### src/su_pkg.sv
package su_pkg;

  localparam logic [7:0] SU_LIT_OPC        = 8'h08;
  localparam logic [5:0] SU_FILE_OPC       = 6'h17;
  localparam logic [5:0] SU_FILEB_OPC      = 6'h16;
  localparam int         SU_DEST_BIT       = 9;
  localparam int         SU_BANK_BIT       = 8;
  localparam int         SU_FLAG_C         = 0;
  localparam int         SU_FLAG_DC        = 1;
  localparam int         SU_FLAG_Z         = 2;
  localparam int         SU_FLAG_OV        = 3;
  localparam int         SU_FLAG_N         = 4;
  localparam logic [7:0] SU_WORKING_REGISTER_RST       = 8'h00;
  localparam logic [4:0] SU_FLAGS_RST      = 5'h00;
  localparam logic [3:0] SU_ACCESS_LO_BANK = 4'h0;
  localparam logic [3:0] SU_ACCESS_HI_BANK = 4'hf;
  localparam int         SU_INSTR_CYCLES   = 1;

  typedef enum logic [1:0] {
    SU_OP_NONE,
    SU_OP_LIT,
    SU_OP_FILE,
    SU_OP_FILEB
  } su_op_t;

  function automatic su_op_t su_decode(input logic [15:0] word);
    su_op_t op;
    op = SU_OP_NONE;
    if (word[15:8] == SU_LIT_OPC) begin
      op = SU_OP_LIT;
    end else if (word[15:10] == SU_FILE_OPC) begin
      op = SU_OP_FILE;
    end else if (word[15:10] == SU_FILEB_OPC) begin
      op = SU_OP_FILEB;
    end
    return op;
  endfunction

endpackage

### src/su_sub_if.sv
`timescale 1ns/10ps
`default_nettype none
interface su_sub_if;
  logic [7:0] a;
  logic [7:0] b;
  logic       cin;
  logic [7:0] res;
  logic       c;
  logic       dc;
  logic       ov;
  logic       n;
  logic       z;
  modport calc (input a, b, cin, output res, c, dc, ov, n, z);
  modport user (output a, b, cin, input res, c, dc, ov, n, z);
endinterface
`default_nettype wire

### src/su_sub.sv
`timescale 1ns/10ps
`default_nettype none
// Computes a - b - !cin as a + ~b + cin, so carry out means no borrow.
module su_sub (
  su_sub_if.calc s
);
  logic [4:0] lo_sum;
  logic [4:0] hi_sum;

  assign lo_sum = {1'b0, s.a[3:0]} + {1'b0, ~s.b[3:0]} + {4'h0, s.cin};
  assign hi_sum = {1'b0, s.a[7:4]} + {1'b0, ~s.b[7:4]} + {4'h0, lo_sum[4]};
  assign s.res  = {hi_sum[3:0], lo_sum[3:0]};
  assign s.dc   = lo_sum[4];
  assign s.c    = hi_sum[4];
  assign s.ov   = (s.a[7] != s.b[7]) && (s.res[7] != s.a[7]);
  assign s.n    = s.res[7];
  assign s.z    = (s.res == 8'h00);
endmodule
`default_nettype wire

### src/su_unit.sv
`timescale 1ns/10ps
`default_nettype none
module su_unit
  import su_pkg::*;
(
  input  wire logic        clk_i,
  input  wire logic        rst_i,
  input  wire logic        ce_i,
  input  wire logic        instr_valid_i,
  input  wire logic [15:0] instr_i,
  input  wire logic [3:0]  bank_select_register_i,
  input  wire logic [7:0]  mem_rdata_i,
  input  wire logic        working_register_wr_i,
  input  wire logic [7:0]  working_register_wdata_i,
  input  wire logic        flags_wr_i,
  input  wire logic [4:0]  flags_wdata_i,
  output logic      [11:0] mem_raddr_o,
  output logic      [11:0] mem_waddr_o,
  output logic      [7:0]  mem_wdata_o,
  output logic             mem_we_o,
  output logic      [7:0]  working_register_o,
  output logic      [4:0]  flags_o,
  output logic             done_o
);
  import su_pkg::*;

  su_op_t     op;
  logic       is_file;
  logic       exec;
  logic [3:0] bank;
  logic [7:0] working_register_q;
  logic [4:0] flags_q;
  logic [4:0] flags_d;
  logic [11:0] waddr_q;
  logic [7:0] wdata_q;
  logic       we_q;
  logic       done_q;

  su_sub_if sub ();

  su_sub u_sub (
    .s (sub)
  );

  assign op      = su_decode(instr_i);
  assign is_file = (op == SU_OP_FILE) || (op == SU_OP_FILEB);
  assign exec    = instr_valid_i && (op != SU_OP_NONE);

  // Access bank splits the 8-bit address: low half in bank 0, high half in the top bank.
  always_comb begin
    if (instr_i[SU_BANK_BIT]) begin
      bank = bank_select_register_i;
    end else if (instr_i[7]) begin
      bank = SU_ACCESS_HI_BANK;
    end else begin
      bank = SU_ACCESS_LO_BANK;
    end
  end

  assign mem_raddr_o = {bank, instr_i[7:0]};

  always_comb begin
    sub.b = working_register_q;
    if (op == SU_OP_LIT) begin
      sub.a = instr_i[7:0];
    end else begin
      sub.a = mem_rdata_i;
    end
    if (op == SU_OP_FILEB) begin
      sub.cin = flags_q[SU_FLAG_C];
    end else begin
      sub.cin = 1'b1;
    end
  end

  always_comb begin
    flags_d             = 5'h00;
    flags_d[SU_FLAG_C]  = sub.c;
    flags_d[SU_FLAG_DC] = sub.dc;
    flags_d[SU_FLAG_Z]  = sub.z;
    flags_d[SU_FLAG_OV] = sub.ov;
    flags_d[SU_FLAG_N]  = sub.n;
  end

  // An executing subtract takes priority over a software load of the same register.
  always_ff @(posedge clk_i) begin
    if (rst_i) begin
      working_register_q <= SU_WORKING_REGISTER_RST;
    end else if (ce_i) begin
      if (exec && ((op == SU_OP_LIT) || !instr_i[SU_DEST_BIT])) begin
        working_register_q <= sub.res;
      end else if (working_register_wr_i) begin
        working_register_q <= working_register_wdata_i;
      end
    end
  end

  always_ff @(posedge clk_i) begin
    if (rst_i) begin
      flags_q <= SU_FLAGS_RST;
    end else if (ce_i) begin
      if (exec) begin
        flags_q <= flags_d;
      end else if (flags_wr_i) begin
        flags_q <= flags_wdata_i;
      end
    end
  end

  always_ff @(posedge clk_i) begin
    if (rst_i) begin
      we_q    <= 1'b0;
      waddr_q <= 12'h000;
      wdata_q <= 8'h00;
    end else if (ce_i) begin
      we_q <= exec && is_file && instr_i[SU_DEST_BIT];
      if (exec && is_file) begin
        waddr_q <= mem_raddr_o;
        wdata_q <= sub.res;
      end
    end
  end

  always_ff @(posedge clk_i) begin
    if (rst_i) begin
      done_q <= 1'b0;
    end else if (ce_i) begin
      done_q <= exec;
    end
  end

  assign mem_we_o           = we_q;
  assign mem_waddr_o        = waddr_q;
  assign mem_wdata_o        = wdata_q;
  assign working_register_o = working_register_q;
  assign flags_o            = flags_q;
  assign done_o             = done_q;
endmodule
`default_nettype wire

### config.mk
export PLATFORM = sky130hd
export DESIGN_NAME = su_unit
export DESIGN_NICKNAME = d
export VERILOG_FILES = /design/src/su_pkg.sv /design/src/su_sub_if.sv /design/src/su_sub.sv /design/src/su_unit.sv
export SDC_FILE = /design/constraint.sdc
export NUM_CORES = 1
export LEC_CHECK = 0
export ABC_AREA = 1
export BUFFER_PORTS_ARGS = -buffer_cell sky130_fd_sc_hd__buf_2
export CAP_MARGIN = 0
export CORE_MARGIN = 5
export CORE_UTILIZATION = 48
export CTS_CLUSTER_SIZE = 24
export DETAILED_ROUTE_END_ITERATION = 6
export PLACE_DENSITY = 0.8
export SYNTH_ARGS = -nofsm -noshare
export SYNTH_HDL_FRONTEND = slang
export SYNTH_SLANG_ARGS = --single-unit
### constraint.sdc
create_clock -name clk_i -period 4.3 [get_ports clk_i]
set_input_delay 0.86 -clock clk_i [delete_from_list [all_inputs] [get_ports clk_i]]
set_output_delay 0.86 -clock clk_i [all_outputs]
set_load 0.05 [all_outputs]
==> impl_metrics.csv <==
group,metric,value,unit
routing,detail_route.wl_per_cell,13.0,um
critical_path,timing.critical_path.slowest_stage_cell,"sky130_fd_sc_hd__fa_1",
global_routing,vias_in_the_first_global_route,2250,
sta,number_of_endpoints_with_negative_hold_slack_in_the_final_report,0,
place,dpl.hpwl,4810,um
floorplan,io_pins,94,
sta,max_slew_violation_count,0,
synth,post_synth_num_cell_types,33,
floorplan,die_area,6110,um2
place,dp.cells,453,
synth,number_of_nets_in_the_synthesized_netlist,380,
critical_path,rr_startpoint,"flags_o[0]$_SDFFE_PP0P_",
critical_path,critical_path.n_buffers_inverters,4,
sta,grt_setup_unrepaired,"false",
routing,dr_total_vias,2259,
synth,mappedNetlistArea,2230,um2
routing,drt_pre_antenna_iters,4,
place,globalplace.congestion,0.904,
routing,antenna_violating_nets_post_route,0,
final_layout,final_cells,461,
critical_path,cp_top_family,"adder cells",
synth,syn_area_per_cell,6.90,um2
power,ir_worst_vdd,0.166,mV
power,p_per_area,292,nW/um2
cts,clock_sinks,35,
synth,postSynthRegisterBits,35,
routing,detail_route.vias_per_cell,4.90,
cts,insertion_delay,0.29,ns
power,leakagePower,1.56,nW
sta,slew_headroom,39.7,%
synth,synth.yosys.warnings,0,
routing,drt-initial-drc-count,94,
cts,cts_buffer_depth,2,
critical_path,worst_r2r_endpoint,"flags_o[2]$_SDFFE_PP0P_",
global_routing,grtUsageTotal,20.1,%
synth,synth-seq-area-share,31.4,%
cts,cts_tree,"built",
cts,hold_fix_buffers_at_cts,0,
min_path,holdCritPathClass,"reg -> reg",
sta,setup-violations-final,0,
global_routing,grt_first_pass_wirelength,10100,um
critical_path,critPathCaptureType,"register",
critical_path,startpoint_type,"primary input",
final_layout,final_design_area_no_fill,2720,um2
critical_path,worst_setup_endpoint,"flags_o[2]$_SDFFE_PP0P_",
critical_path,critical_path.max_fanout,7,
critical_path,critical_path_class,"in -> reg",
cts,cts_setup_buffers,0,
place,port_buffers,93,
cts,path_clk_slew,0.08,ns
floorplan,placeableCoreArea,4410,um2
synth,netlist_instances,323,
cts,post_cts_resize_count,0,
place,placedInstanceArea,2640,um2
critical_path,arrival,4.12,ns
global_routing,gr-total-overflow,0,
sta,timing.final.crit_share,91.5,%
sta,fin_setup_tns,0,ns
final_layout,layout.nets,465,
sta,finalClockSkew,0.00463,ns
final_layout,antenna_cells,0,
cts,cts_buffers,5,
routing,wirelength_routed,5990,um
sta,whs,0.470,ns
final_layout,fraction_of_layout_instances_using_a_drive_strength_above_1,30.3,%
floorplan,die_width,78.1,um
critical_path,ff2ff_path_depth,17,
sta,max_slew.worst_pin.slew,0.904,ns
final_layout,layout.core_utilization,61.7,%
sta,maxClockFrequency,254,MHz
floorplan,placement_rows,24,
floorplan,floorplan.die.height,78.1,um
flow_run,max_cap_viol_count,0,
run_status,outcome,"finished, final reports clean",
global_routing,grt_max_degree,34,
routing,drc,0,
critical_path,timing.critical_path.mode_cell,"sky130_fd_sc_hd__fa_1",
global_routing,initial_antenna_violation_count,0,
final_layout,area.growth.synth_to_final,22.2,%
floorplan,floorplan.initialDensity,50.5,%
critical_path,path_cells,"buf_2 > inv_1 > nand2_1 > nor2_2 > nand2_4 > mux2_2 > fa_1 > fa_1 > a21oi_1 > o21bai_1 > fa_1 > inv_1 > fa_1 > nand2_1 > nor3_1 > nand3_1 > nor2_1 > nand3b_1 > nand2_1 > inv_1 > nor2_1",
critical_path,timing.reg2reg.setup_slack,1.18,ns
critical_path,timing.critical_path.from,"instr_i[8]",
critical_path,worst-path-stages,21,
critical_path,worst_ep_required_time,4.48,ns
critical_path,slowest_stage_delay_cp,0.43,ns
cts,cts_root_buf,"sky130_fd_sc_hd__clkbuf_8",
sta,layout_min_cycle_time,3.93,ns
cts,htree_levels,2,
[tightest hold or removal path: stages, from the launching register on]
cell and delay (ns):
sky130_fd_sc_hd__dfxtp_1 0.31, sky130_fd_sc_hd__nand2_1 0.06, sky130_fd_sc_hd__a21oi_1 0.06
[placed cells by master (no fill, tap or decap), drive strengths merged]
cell / count
o21ai: 28
ha: 6
and2: 1
nand3: 15
o21bai: 1
nand4: 7
fa: 4
clkbuf: 6
nand3b: 1
or2: 1
nor3: 1
buf: 95
nand2: 71
dfxtp: 35
inv: 39
xor2: 1
clkinv: 1
clkinvlp: 1
a21oi: 10
a21boi: 1
mux2: 6
nor2: 78
[routing by layer]
metal / global-route usage (%) / up-vias / routed length, um
met5: 0 / - / 0
met2: 33.5 / 92 / 2760
met3: 6.86 / 14 / 569
met4: 6.59 / 0 / 134
li1: - / 1180 / -
met1: 24.3 / 973 / 2530
[stage by stage]
step,setup WS (ns),total power [W]
5_1_grt,0.134,0.000847
4_1_cts,0.379,0.000803
3_5_place_dp,0.0638,0.000564
6_report,0.366,0.000795
2_1_floorplan,0.290,0.000504
3_3_place_gp,0.179,0.000562
[logic make-up (layout without fill, tap and decap cells)]
group	Yosys count	after routing	share of synthesized area, %
and+or+nand+nor	175	175	36.0
buffers and inverters	56	142	12.8
AOI/OAI and AO/OA	40	40	9.38
DFF	35	35	31.4
adders and majority gates	10	10	6.96
muxes	6	6	3.03
xor gates and xnor gates	1	1	0.393
[flip-flops by register name, summed over array words and instances, names as in the netlist]
name                flops
mem_waddr_o            12
mem_wdata_o             8
working_register_o      8
flags_o                 5
done_o                  1
mem_we_o                1
[report_power, final]
part	leakage, nW	internal, W	switching (W)	total, W
sequential	0.284	0.000332	0.00000437	0.000337
combinational	1.23	0.0000678	0.000151	0.000219
clock	0.0412	0.000113	0.000126	0.000239
[cell type report]
cell class,count,area (um2)
Fill cell,414,1690
Multi-Input combinational cell,232,1240
Sequential cell,35,701
Timing Repair Buffer,95,480
Inverter,39,149
Clock buffer,6,72.6
Tap cell,52,65.1
Clock inverter,2,12.5
[synthesized netlist by cell type]
| master | instances | area share [%] |
|---|---|---|
| sky130_fd_sc_hd__nand3_4 | 3 | 2.4 |
| sky130_fd_sc_hd__xor2_1 | 1 | 0.39 |
| sky130_fd_sc_hd__nor3_1 | 1 | 0.22 |
| sky130_fd_sc_hd__nand2_2 | 2 | 0.56 |
| sky130_fd_sc_hd__clkbuf_8 | 1 | 0.62 |
| sky130_fd_sc_hd__clkbuf_2 | 1 | 0.22 |
| sky130_fd_sc_hd__nor2_4 | 1 | 0.51 |
| sky130_fd_sc_hd__inv_4 | 1 | 0.28 |
| sky130_fd_sc_hd__buf_4 | 8 | 2.7 |
| sky130_fd_sc_hd__o21ai_1 | 1 | 0.22 |
| sky130_fd_sc_hd__clkbuf_1 | 2 | 0.34 |
| sky130_fd_sc_hd__nor2_2 | 2 | 0.56 |
| sky130_fd_sc_hd__fa_1 | 4 | 3.6 |
| sky130_fd_sc_hd__and2_1 | 1 | 0.28 |
| sky130_fd_sc_hd__or2_2 | 1 | 0.28 |
| sky130_fd_sc_hd__o21ai_0 | 27 | 6.1 |
| sky130_fd_sc_hd__inv_1 | 38 | 6.4 |
| sky130_fd_sc_hd__a21boi_2 | 1 | 0.51 |
| sky130_fd_sc_hd__a21oi_1 | 10 | 2.2 |
| sky130_fd_sc_hd__dfxtp_1 | 35 | 31 |
| sky130_fd_sc_hd__buf_2 | 1 | 0.22 |
| sky130_fd_sc_hd__nand2_4 | 3 | 1.5 |
| sky130_fd_sc_hd__nand3_1 | 11 | 2.5 |
| sky130_fd_sc_hd__buf_6 | 4 | 2.0 |
| sky130_fd_sc_hd__nand2_1 | 65 | 11 |
| sky130_fd_sc_hd__nand3b_1 | 1 | 0.34 |
| sky130_fd_sc_hd__nand2_8 | 1 | 0.90 |
| sky130_fd_sc_hd__nand4_1 | 7 | 2.0 |
| sky130_fd_sc_hd__mux2_2 | 6 | 3.0 |
| sky130_fd_sc_hd__nand3_2 | 1 | 0.45 |
| sky130_fd_sc_hd__ha_1 | 6 | 3.4 |
| sky130_fd_sc_hd__nor2_1 | 75 | 13 |
| sky130_fd_sc_hd__o21bai_1 | 1 | 0.34 |
[worst min path at each step]
stage / slack, ns / start / cells past startpoint / endpoint
after global routing: 0.51 / done_o$_SDFFE_PP0P_ / 2 / done_o$_SDFFE_PP0P_
after floorplan: 0.68 / done_o$_SDFFE_PP0P_ / 2 / done_o$_SDFFE_PP0P_
after CTS: 0.47 / done_o$_SDFFE_PP0P_ / 2 / done_o$_SDFFE_PP0P_
final: 0.47 / done_o$_SDFFE_PP0P_ / 2 / done_o$_SDFFE_PP0P_
after detailed placement: 0.45 / done_o$_SDFFE_PP0P_ / 2 / done_o$_SDFFE_PP0P_
after global placement: 0.45 / done_o$_SDFFE_PP0P_ / 2 / done_o$_SDFFE_PP0P_
(Power assumes the default switching activity.)
